[src/common/e1_port_pkg.sv]
/*
 * Shared constants for the E1 line-side data port: register map, reset values,
 * format, loss-of-signal and clock-fallback counts, and the line symbol type.
 * Assumes a 100 MHz system clock; every figure below is in those cycles or in bits.
 */
package e1_port_pkg;

    // register byte addresses, one aligned word each
    localparam logic [7:0] ADDR_STATUS = 8'h00;
    localparam logic [7:0] ADDR_MASK = 8'h04;
    localparam logic [7:0] ADDR_STATE = 8'h08;

    // status bit positions
    localparam int ST_LOS_SET = 0;
    localparam int ST_LOS_CLR = 1;
    localparam int ST_VIOL = 2;
    localparam int ST_FMT = 3;
    localparam int ST_W = 4;

    // state register fields
    localparam int SR_SINGLE = 0;
    localparam int SR_LOS = 1;
    localparam int SR_HOST = 2;
    localparam int SR_HDB3 = 3;
    localparam int SR_MREF = 4;
    localparam int SR_HALF_LSB = 8;

    localparam logic [ST_W-1:0] STATUS_RST = 4'h0;
    localparam logic [ST_W-1:0] MASK_RST = 4'h0;

    // transmit format select: unbroken highs needed for single-rail
    localparam logic [4:0] FMT_RUN = 5'h10;

    // loss of signal, in received bits
    localparam logic [7:0] LOS_ZEROS = 8'hAF;
    localparam logic [7:0] LOS_WINDOW = 8'hAF;
    localparam logic [7:0] LOS_MIN_ONES = 8'h16;
    localparam logic [6:0] LOS_MAX_ZRUN = 7'h64;

    // mode pin classification window and edges that mean "tied to the clock"
    localparam logic [8:0] MODE_WIN = 9'h100;
    localparam logic [8:0] MODE_MIN_EDGES = 9'h004;

    // master reference counts as absent after this many cycles without a rising edge
    localparam logic [8:0] MREF_TIMEOUT = 9'h100;

    // line symbols in the transmit substitution pipeline
    typedef enum logic [1:0] {
        SYM_ZERO = 2'h0,
        SYM_ONE = 2'h1,
        SYM_BPULSE = 2'h2,
        SYM_VIOL = 2'h3
    } sym_t;

endpackage

[src/hw/e1_port.sv]
/*
 * E1 line-side data port: transmit rail/format handling with substitution coder,
 * receive rail outputs, violation flag, loss of signal, recovered-clock fallback,
 * AHB-Lite status/mask registers and a level interrupt.
 * Assumes the line and control pins are asynchronous and sampled at 100 MHz; the receive line pulses
 * arrive as sliced logic levels together with a bit clock from the analog recovery.
 */
// The address map and the AHB-Lite interface to the registers are this design's own decisions.
// How it works
// - Transmit rails are sampled on each falling edge of the transmit clock.
// - In two-rail mode a plus-rail one gives a positive pulse, a minus-rail one a negative.
// - Sixteen unbroken high samples of the select pin switch to single-rail from the plus pin.
// - A low sample of the select pin returns transmit to two-rail input.
// - In single-rail mode the plus receive pin carries NRZ data, the minus pin the violation flag.
// - Under pin control received data is valid at the recovered clock's rising edge.
// - Under host control the edge-select pin picks the valid recovered clock edge.
// - In two-rail mode a positive line pulse drives the plus receive output, a negative one the minus output.
// - The violation flag stands in the same bit period as the offending NRZ bit.
// - With the coder active, violations of valid zero substitutions are not flagged.
// - The recovered clock falls back to the master reference, or holds its rate, in loss.
// - Under host control, edge-select high makes data valid on the falling edge, low on the rising edge.
// - The mode pin toggling at the recovered clock means pin control plus coder in single-rail.
// - Loss after 175 zeros; cleared by 12.5% ones in a 175-bit window with runs under 100.
`timescale 1ns/1ps
module e1_port
    import e1_port_pkg::*;
#(
    parameter int HALF_W = 8
) (
    // clock and reset
    input wire logic clk_i,
    input wire logic rst_n_i,
    // transmit side from the framer
    input wire logic tx_line_clock_i,
    input wire logic tx_plus_rail_i,
    input wire logic tx_minus_rail_i,
    // receive line, sliced, with its bit clock
    input wire logic rx_line_positive_i,
    input wire logic rx_line_negative_i,
    input wire logic rx_bit_clock_i,
    // control pins
    input wire logic mode_i,
    input wire logic output_edge_select_i,
    input wire logic master_clock_i,
    // line driver
    output logic tx_line_positive_o,
    output logic tx_line_negative_o,
    // receive side to the framer
    output logic rx_plus_rail_o,
    output logic rx_minus_rail_o,
    output logic rx_clock_o,
    output logic signal_loss_indicator_o,
    // AHB-Lite slave
    input wire logic hsel_i,
    input wire logic [7:0] haddr_i,
    input wire logic [1:0] htrans_i,
    input wire logic hwrite_i,
    input wire logic [2:0] hsize_i,
    input wire logic [31:0] hwdata_i,
    input wire logic hready_i,
    output logic [31:0] hrdata_o,
    output logic hreadyout_o,
    output logic hresp_o,
    // interrupt
    output logic irq_o
);
    initial begin
        if (HALF_W < 6 || HALF_W > 16) $error("e1_port: HALF_W must be 6..16");
    end

    logic [8:0] lvl, rise, fall;
    pin_sync #(.WIDTH(9)) u_sync (
        .clk_i(clk_i),
        .rst_n_i(rst_n_i),
        .pin_i({master_clock_i, output_edge_select_i, mode_i, rx_line_negative_i,
                rx_line_positive_i, rx_bit_clock_i, tx_minus_rail_i, tx_plus_rail_i,
                tx_line_clock_i}),
        .level_o(lvl),
        .rise_o(rise),
        .fall_o(fall)
    );

    // mode pin: steady high = host, toggling = pin control with coder
    logic [8:0] mwin_q, mwin_d, medge_q, medge_d;
    logic host_q, host_d, mtog_q, mtog_d;
    always_comb begin
        mwin_d = mwin_q + 9'h001;
        medge_d = medge_q + {8'h00, rise[6] | fall[6]};
        host_d = host_q;
        mtog_d = mtog_q;
        if (mwin_q == MODE_WIN - 9'h001) begin
            mwin_d = '0;
            medge_d = '0;
            mtog_d = (medge_q >= MODE_MIN_EDGES);
            host_d = lvl[6] && (medge_q < MODE_MIN_EDGES);
        end
    end

    // transmit: format run counter, coder pipeline, line pulses
    logic [4:0] fmt_q, fmt_d;
    logic single_q, single_d, hdb3;
    sym_t [3:0] esr_q, esr_d;
    logic lastpol_q, lastpol_d, par_q, par_d, txp_q, txp_d, txn_q, txn_d;
    sym_t out_sym;
    logic par_n, pol_n;
    assign hdb3 = mtog_q && single_q;
    always_comb begin
        fmt_d = fmt_q;
        single_d = single_q;
        esr_d = esr_q;
        lastpol_d = lastpol_q;
        par_d = par_q;
        txp_d = txp_q;
        txn_d = txn_q;
        out_sym = esr_q[3];
        par_n = par_q;
        pol_n = lastpol_q;
        if (fall[0]) begin
            if (lvl[2]) begin
                if (fmt_q != FMT_RUN) fmt_d = fmt_q + 5'h01;
                if (fmt_q + 5'h01 >= FMT_RUN) single_d = 1'b1;
            end else begin
                fmt_d = '0;
                single_d = 1'b0;
            end
            if (single_q) begin
                unique case (out_sym)
                    SYM_ZERO: ;
                    SYM_ONE, SYM_BPULSE: begin
                        pol_n = ~lastpol_q;
                        par_n = ~par_q;
                    end
                    SYM_VIOL: par_n = 1'b0;
                endcase
                txp_d = (out_sym != SYM_ZERO) && pol_n;
                txn_d = (out_sym != SYM_ZERO) && !pol_n;
                lastpol_d = pol_n;
                par_d = par_n;
                esr_d[3:1] = esr_q[2:0];
                esr_d[0] = lvl[1] ? SYM_ONE : SYM_ZERO;
                if (hdb3 && esr_d == {4{SYM_ZERO}}) begin
                    // odd pulses since the last violation: 000V, even: B00V
                    esr_d[0] = SYM_VIOL;
                    if (!par_n) esr_d[3] = SYM_BPULSE;
                end
            end else begin
                txp_d = lvl[1];
                txn_d = lvl[2];
                esr_d = '{default: SYM_ZERO};
            end
        end
    end

    // receive: violation detection, substitution removal, loss of signal
    logic [2:0] hist_q [4], hist_d [4]; // {positive, negative, violation}
    logic rlast_q, rlast_d, rseen_q, rseen_d;
    logic [2:0] bit_q, bit_d;
    logic [7:0] zrun_q, zrun_d, wcnt_q, wcnt_d, wones_q, wones_d;
    logic [6:0] wzrun_q, wzrun_d;
    logic los_q, los_d, wact_q, wact_d, viol_ev;
    logic pulse, viol, sub;
    always_comb begin
        hist_d = hist_q;
        rlast_d = rlast_q;
        rseen_d = rseen_q;
        bit_d = bit_q;
        zrun_d = zrun_q;
        wcnt_d = wcnt_q;
        wones_d = wones_q;
        wzrun_d = wzrun_q;
        los_d = los_q;
        wact_d = wact_q;
        pulse = lvl[4] | lvl[5];
        viol = pulse && rseen_q && (lvl[4] == rlast_q);
        sub = viol && hist_q[0][2:1] == 2'b00 && hist_q[1][2:1] == 2'b00 &&
              (hist_q[2][2:1] == 2'b00 || hist_q[2][2] == lvl[4]);
        if (rise[3]) begin
            bit_d = hist_q[3];
            hist_d[3] = hist_q[2];
            hist_d[2] = hist_q[1];
            hist_d[1] = hist_q[0];
            hist_d[0] = {lvl[4], lvl[5], viol};
            if (hdb3 && sub) begin
                hist_d[0] = 3'b000;
                hist_d[3] = 3'b000;
            end
            if (pulse) begin
                rlast_d = lvl[4];
                rseen_d = 1'b1;
            end
            zrun_d = pulse ? 8'h00 : (zrun_q == LOS_ZEROS ? zrun_q : zrun_q + 8'h01);
            if (!pulse && zrun_q + 8'h01 >= LOS_ZEROS) los_d = 1'b1;
            if (los_q && !wact_q && pulse) begin
                wact_d = 1'b1;
                wcnt_d = 8'h01;
                wones_d = 8'h01;
                wzrun_d = '0;
            end else if (wact_q) begin
                wcnt_d = wcnt_q + 8'h01;
                wones_d = wones_q + {7'h00, pulse};
                wzrun_d = pulse ? 7'h00 : wzrun_q + 7'h01;
                if (!pulse && wzrun_q + 7'h01 >= LOS_MAX_ZRUN) begin
                    wact_d = 1'b0;
                end else if (wcnt_q + 8'h01 == LOS_WINDOW) begin
                    wact_d = 1'b0;
                    if (wones_q + {7'h00, pulse} >= LOS_MIN_ONES) los_d = 1'b0;
                end
            end
        end
    end
    // flagged violation, seen as it reaches the output stage
    assign viol_ev = rise[3] && single_q && hist_q[3][0];

    // recovered clock: measured half period, reference presence, hold divider
    logic [HALF_W-1:0] hcnt_q, hcnt_d, half_q, half_d, div_q, div_d;
    logic [8:0] mto_q, mto_d;
    logic hold_q, hold_d, rclk_q, rclk_d, src, chg;
    logic rxp_q, rxp_d, rxn_q, rxn_d;
    always_comb begin
        hcnt_d = (rise[3] | fall[3]) ? '0 : hcnt_q + 1'b1;
        half_d = half_q;
        if ((rise[3] | fall[3]) && !los_q) half_d = hcnt_q;
        mto_d = rise[8] ? 9'h000 : (mto_q == MREF_TIMEOUT ? mto_q : mto_q + 9'h001);
        div_d = div_q + 1'b1;
        hold_d = hold_q;
        if (div_q >= half_q) begin
            div_d = '0;
            hold_d = ~hold_q; // keeps the last rate while the line is gone
        end
        if (!los_q) src = lvl[3];
        else if (mto_q != MREF_TIMEOUT) src = lvl[8];
        else src = hold_q;
        rclk_d = src;
        // data changes on the edge opposite the one it is valid on
        if (host_q && lvl[7]) chg = !rclk_q && src;
        else chg = rclk_q && !src;
        rxp_d = rxp_q;
        rxn_d = rxn_q;
        if (chg) begin
            if (single_q) begin
                rxp_d = bit_q[2] | bit_q[1];
                rxn_d = bit_q[0];
            end else begin
                rxp_d = bit_q[2];
                rxn_d = bit_q[1];
            end
        end
    end

    // AHB-Lite slave, zero wait states, registered read data
    logic [ST_W-1:0] status_q, status_d, mask_q, mask_d, ev;
    logic [7:0] waddr_q, waddr_d;
    logic wpend_q, wpend_d, irq_q, irq_d, was_single_q;
    logic [31:0] rdata_q, rdata_d;
    logic take;
    always_comb begin
        take = hsel_i && hready_i && htrans_i[1];
        wpend_d = take && hwrite_i;
        waddr_d = take ? haddr_i : waddr_q;
        rdata_d = 32'h0000_0000;
        if (take && !hwrite_i) begin
            unique case (haddr_i)
                ADDR_STATUS: rdata_d[ST_W-1:0] = status_q;
                ADDR_MASK: rdata_d[ST_W-1:0] = mask_q;
                ADDR_STATE: begin
                    rdata_d[SR_SINGLE] = single_q;
                    rdata_d[SR_LOS] = los_q;
                    rdata_d[SR_HOST] = host_q;
                    rdata_d[SR_HDB3] = hdb3;
                    rdata_d[SR_MREF] = (mto_q != MREF_TIMEOUT);
                    rdata_d[SR_HALF_LSB +: HALF_W] = half_q;
                end
                default: ;
            endcase
        end
        ev = '0;
        ev[ST_LOS_SET] = los_d && !los_q;
        ev[ST_LOS_CLR] = !los_d && los_q;
        ev[ST_VIOL] = viol_ev;
        ev[ST_FMT] = single_q != was_single_q;
        mask_d = mask_q;
        status_d = status_q;
        if (wpend_q && waddr_q == ADDR_MASK) mask_d = hwdata_i[ST_W-1:0];
        if (wpend_q && waddr_q == ADDR_STATUS) status_d = status_q & ~hwdata_i[ST_W-1:0];
        status_d = status_d | ev; // a new event beats the clear
        irq_d = |(status_d & mask_d);
    end

    always_ff @(posedge clk_i) begin
        if (!rst_n_i) begin
            mwin_q <= '0;
            medge_q <= '0;
            host_q <= 1'b0;
            mtog_q <= 1'b0;
            fmt_q <= '0;
            single_q <= 1'b0;
            esr_q <= '{default: SYM_ZERO};
            lastpol_q <= 1'b0;
            par_q <= 1'b0;
            txp_q <= 1'b0;
            txn_q <= 1'b0;
            hist_q <= '{default: 3'b000};
            rlast_q <= 1'b0;
            rseen_q <= 1'b0;
            bit_q <= 3'b000;
            zrun_q <= '0;
            wcnt_q <= '0;
            wones_q <= '0;
            wzrun_q <= '0;
            los_q <= 1'b0;
            wact_q <= 1'b0;
            hcnt_q <= '0;
            half_q <= '1;
            div_q <= '0;
            mto_q <= MREF_TIMEOUT;
            hold_q <= 1'b0;
            rclk_q <= 1'b0;
            rxp_q <= 1'b0;
            rxn_q <= 1'b0;
            status_q <= STATUS_RST;
            mask_q <= MASK_RST;
            waddr_q <= '0;
            wpend_q <= 1'b0;
            irq_q <= 1'b0;
            was_single_q <= 1'b0;
            rdata_q <= '0;
        end else begin
            mwin_q <= mwin_d;
            medge_q <= medge_d;
            host_q <= host_d;
            mtog_q <= mtog_d;
            fmt_q <= fmt_d;
            single_q <= single_d;
            esr_q <= esr_d;
            lastpol_q <= lastpol_d;
            par_q <= par_d;
            txp_q <= txp_d;
            txn_q <= txn_d;
            hist_q <= hist_d;
            rlast_q <= rlast_d;
            rseen_q <= rseen_d;
            bit_q <= bit_d;
            zrun_q <= zrun_d;
            wcnt_q <= wcnt_d;
            wones_q <= wones_d;
            wzrun_q <= wzrun_d;
            los_q <= los_d;
            wact_q <= wact_d;
            hcnt_q <= hcnt_d;
            half_q <= half_d;
            div_q <= div_d;
            mto_q <= mto_d;
            hold_q <= hold_d;
            rclk_q <= rclk_d;
            rxp_q <= rxp_d;
            rxn_q <= rxn_d;
            status_q <= status_d;
            mask_q <= mask_d;
            waddr_q <= waddr_d;
            wpend_q <= wpend_d;
            irq_q <= irq_d;
            was_single_q <= single_q;
            rdata_q <= rdata_d;
        end
    end

    assign tx_line_positive_o = txp_q;
    assign tx_line_negative_o = txn_q;
    assign rx_plus_rail_o = rxp_q;
    assign rx_minus_rail_o = rxn_q;
    assign rx_clock_o = rclk_q;
    assign signal_loss_indicator_o = los_q;
    assign hrdata_o = rdata_q;
    assign hreadyout_o = rst_n_i;
    assign hresp_o = 1'b0;
    assign irq_o = irq_q;
endmodule // e1_port

[src/hw/pin_sync.sv]
/*
 * Two-flop synchroniser with edge detection for a vector of pin inputs.
 * Assumes inputs are asynchronous to clk_i; only the second flop and the edge-detect flop after it are examined.
 */
`timescale 1ns/1ps
module pin_sync #(
    parameter int WIDTH = 1
) (
    // clock and reset
    input wire logic clk_i,
    input wire logic rst_n_i,
    // pins in, synchronised level and edges out
    input wire logic [WIDTH-1:0] pin_i,
    output logic [WIDTH-1:0] level_o,
    output logic [WIDTH-1:0] rise_o,
    output logic [WIDTH-1:0] fall_o
);
    logic [WIDTH-1:0] meta_q, meta_d;
    logic [WIDTH-1:0] sync_q, sync_d;
    logic [WIDTH-1:0] prev_q, prev_d;

    initial begin
        if (WIDTH < 1) $error("pin_sync: WIDTH must be at least 1");
    end

    always_comb begin
        meta_d = pin_i;
        sync_d = meta_q;
        prev_d = sync_q;
    end

    always_ff @(posedge clk_i) begin
        if (!rst_n_i) begin
            meta_q <= '0;
            sync_q <= '0;
            prev_q <= '0;
        end else begin
            meta_q <= meta_d;
            sync_q <= sync_d;
            prev_q <= prev_d;
        end
    end

    assign level_o = sync_q;
    assign rise_o = sync_q & ~prev_q;
    assign fall_o = ~sync_q & prev_q;
endmodule // pin_sync
[config.mk]
export PLATFORM = sky130hd
export DESIGN_NAME = e1_port
export DESIGN_NICKNAME = d
export VERILOG_FILES = /design/src/common/e1_port_pkg.sv /design/src/hw/e1_port.sv /design/src/hw/pin_sync.sv
export SDC_FILE = /design/constraint.sdc
export NUM_CORES = 1
export LEC_CHECK = 0
export ABC_AREA = 1
export BUFFER_PORTS_ARGS = -buffer_cell sky130_fd_sc_hd__buf_2
export CAP_MARGIN = 20
export CORE_UTILIZATION = 55
export CTS_CLUSTER_DIAMETER = 100
export DETAILED_ROUTE_END_ITERATION = 8
export PLACE_DENSITY = 0.74
export SYNTH_ARGS = -nofsm -noshare
export SYNTH_HDL_FRONTEND = slang
export SYNTH_SLANG_ARGS = --single-unit
[constraint.sdc]
create_clock -name clk_i -period 2.5 [get_ports clk_i]
set_input_delay 0.25 -clock clk_i [delete_from_list [all_inputs] [get_ports clk_i]]
set_output_delay 0.25 -clock clk_i [all_outputs]
set_load 0.03 [all_outputs]
# After elaboration in Yosys (flattened, before gate mapping)
# Cells that the tools add are included.
[word_totals]
elab_cells = 209
reg_bits = 203
output_inout_bits = 41
[op_classes]
eq_ne = 19
n_lt_le_gt_ge = 7
n_reduce_logical = 60
add_sub_neg = 10
bitwise_logic = 16
n_mux = 49
[op_table]
columns = ["cell", "count"]
rows = [
  ["$mux W8", 7],
  ["$add A8 B1 Y8 const B", 4],
  ["$logic_and A1 B1 Y1", 29],
  ["$mux W1", 26],
  ["$logic_not A8 Y1", 3],
  ["$mux W7", 3],
  ["$add A9 B1 Y9 const B", 2],
  ["$mux W9", 2],
  ["$eq A8 B3 Y1 const B", 2],
  ["$eq A8 B8 Y1 const B", 2],
  ["$reduce_and A2 Y1", 7],
  ["$pmux W4 S3", 1],
  ["$mux W5", 2],
  ["$reduce_or A2 Y1", 5],
  ["$add A9 B1 Y9", 1],
  ["$and A9 B9 Y9", 1],
  ["$eq A9 B8 Y1 const B", 1],
  ["$eq A9 B9 Y1 const B", 1],
  ["$ge A9 B3 Y1 const B", 1],
  ["$lt A9 B3 Y1 const B", 1],
  ["$ne A9 B9 Y1 const B", 1],
  ["$not A9 Y9", 1],
  ["$add A8 B1 Y8", 1],
  ["$and A4 B4 Y4", 2],
  ["other kinds (30)", 55],
]

# Longest topological paths before layout
[depth]
word_depth = 15
ltp_mapped = 17
ltp_nobuf = 17

# Cells and area by module
# From an unflattened synthesis, not the netlist that was laid out.
[unflattened]
cells_unflattened = 1119
area_unflattened_um2 = 8170.3
[modules_own_cells]
columns = ["module", "seq_area_each_um2", "area_each_um2", "cells_each", "instances"]
rows = [
  ["e1_port", 3143.0, 7254.5, 999, 1],
  ["pin_sync", 540.5, 915.9, 120, 1],
]

# Worst setup path after synthesis
# OpenSTA, ideal clock, no wires.
[synth_path]
kind = "flip-flop to flip-flop"
from = "register u_sync.sync_q[4], in the netlist u_sync.level_o[4]"
to = "register irq_q, in the netlist irq_o"
required_ps = 2382
setup_slack_ps = 665
n_path_buf = 0
path_stages_with_launch = 15
setup_time_ps = 118
arrival_ps = 1717
path_cell_list = "dfxtp_1 > nor2_2 > inv_1 > ha_1 > nand3_2 > xor2_1 > nand2_1 > nand2_1 > nand3_1 > nand3_2 > nand2_2 > nand3_2 > nand2_1 > nand2_1 > nand3_2"
[synth_via]
elab_chain_cells = 15
elab_cells_between_ends = 20
cone_classes = "add/sub (1); order compare (1); mux (7); bitwise (3); reduce/logical (8)"
[synth_lines]
columns = ["element", "line_no", "text"]
rows = [
  ["start: declaration", "pin_sync.sv:19", "logic [WIDTH-1:0] sync_q, sync_d;"],
  ["start signal: assignment", "pin_sync.sv:39", "sync_q <= sync_d;"],
  ["$or A1 B1 Y1 *", "e1_port.sv:173", "pulse = lvl[4] | lvl[5];"],
  ["parallel branches: the longest is 7 deep, another holds $add A8 B1 Y8", "-", ""],
  ["$mux W1 *", "e1_port.sv:193", "if (los_q && !wact_q && pulse) begin"],
  ["$mux W1 *", "e1_port.sv:177", "if (rise[3]) begin"],
  ["$logic_not A1 Y1", "e1_port.sv:278", "ev[ST_LOS_CLR] = !los_d && los_q;"],
  ["$logic_and A1 B1 Y1", "e1_port.sv:278", ""],
  ["$or A4 B4 Y4 *", "e1_port.sv:285", "status_d = status_d | ev;"],
  ["$and A4 B4 Y4 *", "e1_port.sv:286", "irq_d = |(status_d & mask_d);"],
  ["$reduce_or A4 Y1 *", "e1_port.sv:286", ""],
  ["end signal: assignment", "e1_port.sv:361", "irq_q <= irq_d;"],
  ["end: declaration", "e1_port.sv:253", "logic wpend_q, wpend_d, irq_q, irq_d, was_single_q;"],
]
# Mark *: on every way between the ends.
# A chain may end at the register's enable or synchronous reset.

# Worst setup path after layout
# Same ends and word-level chain as after synthesis.

==> run metrics <==
outcome finished, final reports clean; Max Clk Rate 470 MHz; setup slack, reg-to-reg 0.37 ns; max_cap viols 0; most frequent cells in the layout nand2_1, dfxtp_1, inv_1; Worst-Skew Late Latency 0.43 ns; Die W 122 um; Setup crit end kind flop; Layout fillers 1247; Clock transition at path regs 0.07 ns; Initial Util 56.8%; die height 122 um; Cell Chain, Critical Path nor2_2 > inv_1 > ha_1 > nand3_2 > nor2_1 > nand3_1 > nand2_2 > nor2_2 > nand3_1 > nand3_2 > nand2_2 > nand3_2 > nand2_1 > nand2_1 > nand3_2; critical path's most frequent cell nand3_2; clock skew 0.0100 ns; global-route wire length before repair 25000 um; Mapped Avg Cell Area 7.49 um^2; Mapped Cells 1065; placed cells 1274; VDD IR max 0.545 mV; crit path DAT 2.45 ns; Pre-antenna DRT Iters 5; Root Buffer clkbuf_16; Initial DRC Count 435; Slew HR 47.0%; CTS tree yes; post-DP HPWL 10500 um; WP data required 2.82 ns; number of diodes 0; area grow syn2layout 11.0%; I/O Buffers 47; DR vias 6485; Num CTS Buffers 17; CP Max Fanout 8; layout cells sized above 1 11.1%; H-tree levels 4; DRC viols 0; Syn Std Cell Area 7980 um^2; clk sinks 179; Total Die Area 15000 um^2; fin util 63.0%; worst min-delay path startpoint output_edge_select_i; IO Pins 100; row count 43; fin nets 1204; final wirelength 14900 um; RSZ-0062 raised after global routing no; final worst path period need 2.13 ns; Final Max Tran Viols 0; Async S/R FF share, synth 0%; library cell with the largest summed area after synthesis dfxtp_1; RR Startpoint u_sync.level_o[4]$_SDFF_PN0_; Worst Path Buf+Inv 1; post-synthesis cell type count 46; yosys warns 0; Top delay family on crit path simple AND/OR/NAND/NOR gates; PD cells 654 nW/um^2; gpl congestion 0.812; pin count of the biggest net entering global routing 34; Synth Register Bits 179; startpoint types flop; gr usage total 21.1%; Routed Antenna Nets 0; grt total ovfl 0; post-CTS sizing 0; delay of the slowest critical-path stage 0.37 ns; core area 14000 um^2; Worst Setup SP u_sync.level_o[4]$_SDFF_PN0_; hold crit path type primary input to flop; Setup Viol. Count Final 0; Setup Crit Path Kind flop to flop; CP max-delay cell dfxtp_1; period utilization 85.1%; Synth Flop Type dfxtp_1; Vias/cell 4.95; Fin Hold WS 0.0129 ns; Area contributors post-synth dfxtp_1, nand2_1, inv_1; TNS Setup 0 ns; post-synthesis sequential area ratio 44.9%; static leakage 4.02 nW; final hold vios 0; EDFF count, synth 0; worst-margin pin slew 0.791 ns; Layout Cells excl Fill 1309; Routed WL per cell 11.4 um; leading cell type in the layout, fill and taps excluded nand2_1; Longest Clk Path Bufs 2; antenna violations before repair 0; Synth top area share 44.9%; number of global-route vias before repair 5717
-- where the power goes --
group,internal (W),switching (W)
combinational,0.000124,0.000270
sequential,0.00293,0.0000493
clock,0.00129,0.00113
-- repair_timing --
action	in CTS	in global routing
endpoints found under the hold margin	4	0
hold buffers	4	0
buffers inserted	0	0
-- cell usage after synthesis, types with 4 or more instances --
| library cell | count |
|---|---|
| a211oi_1 | 4 |
| a21oi_1 | 104 |
| buf_2 | 4 |
| buf_4 | 22 |
| clkbuf_1 | 17 |
| dfxtp_1 | 179 |
| ha_1 | 28 |
| inv_1 | 147 |
| inv_2 | 8 |
| nand2_1 | 222 |
| nand2_2 | 6 |
| nand3_1 | 53 |
| nand3_2 | 4 |
| nand4_1 | 22 |
| nor2_1 | 90 |
| nor2_2 | 7 |
| nor3_1 | 16 |
| nor4_1 | 7 |
| o21ai_0 | 60 |
| or2_2 | 7 |
| xnor2_1 | 4 |
| xor2_1 | 16 |
-- tightest hold or removal path, stage by stage --
cell     delay [ns]
buf_2          0.08
nand2_1        0.05
inv_1          0.04
-- worst paths after layout --
check / endpoint / cells after the start
hold / removal: u_sync.meta_q[7]$_SDFF_PN0_ / 3
setup reg to reg: irq_o$_SDFF_PN0_ / 15
hold reg to reg: u_sync.level_o[1]$_SDFF_PN0_ / 2
setup / recovery: irq_o$_SDFF_PN0_ / 15
-- kinds of logic (layout without fill, tap and decap cells) --
kind of cell	Yosys count	count (layout)	share of synthesized area [%]
AOI/OAI and AO/OA	188	188	12.6
and+or+nand+nor	445	445	24.7
adders and majority gates	28	28	4.39
xor gates and xnor gates	20	20	2.20
buffers and inverters	204	249	11.1
other	1	20	0.0470
DFF	179	179	44.9
-- metrics by stage --
step / worst slack [ns] / power, W / cell area (um^2)
after floorplan: 0.665 / 0.00336 / 8050
after global placement: 0.420 / 0.00342 / 8280
after detailed placement: 0.355 / 0.00343 / 8280
after CTS: 0.334 / 0.00584 / 8850
after global routing: 0.124 / 0.00602 / 8850
final: 0.372 / 0.00579 / 8850
-- flip-flops by register name (all words and copies together) (netlist names), 9 cells and up --
name            count
mwin_q              9
u_sync.level_o      9
u_sync.meta_q       9
medge_q             9
mto_q               9
hrdata_o           13
hist_q             12
-- cell type report --
cell class / count / area [um^2] / area share (%)
clock buffers: 19 / 433 / 4.89
clock inverters: 12 / 98.8 / 1.12
inverters: 158 / 593 / 6.70
multi-input cells: 701 / 3580 / 40.4
flip-flops and latches: 179 / 3580 / 40.5
well taps: 180 / 225 / 2.54
repair buffers: 60 / 343 / 3.87
-- routing by layer --
metal	wire [um]	part of all wire (%)	vias to the layer above	track usage, %
li1	-	-	3487	-
met3	486	3.3	24	3.58
met1	7470	50	2879	27.3
met4	217	1.5	0	9.53
met5	0	0	-	0
met2	6780	45	95	34.3
Note: power is estimated with default switching activity, not from simulation.
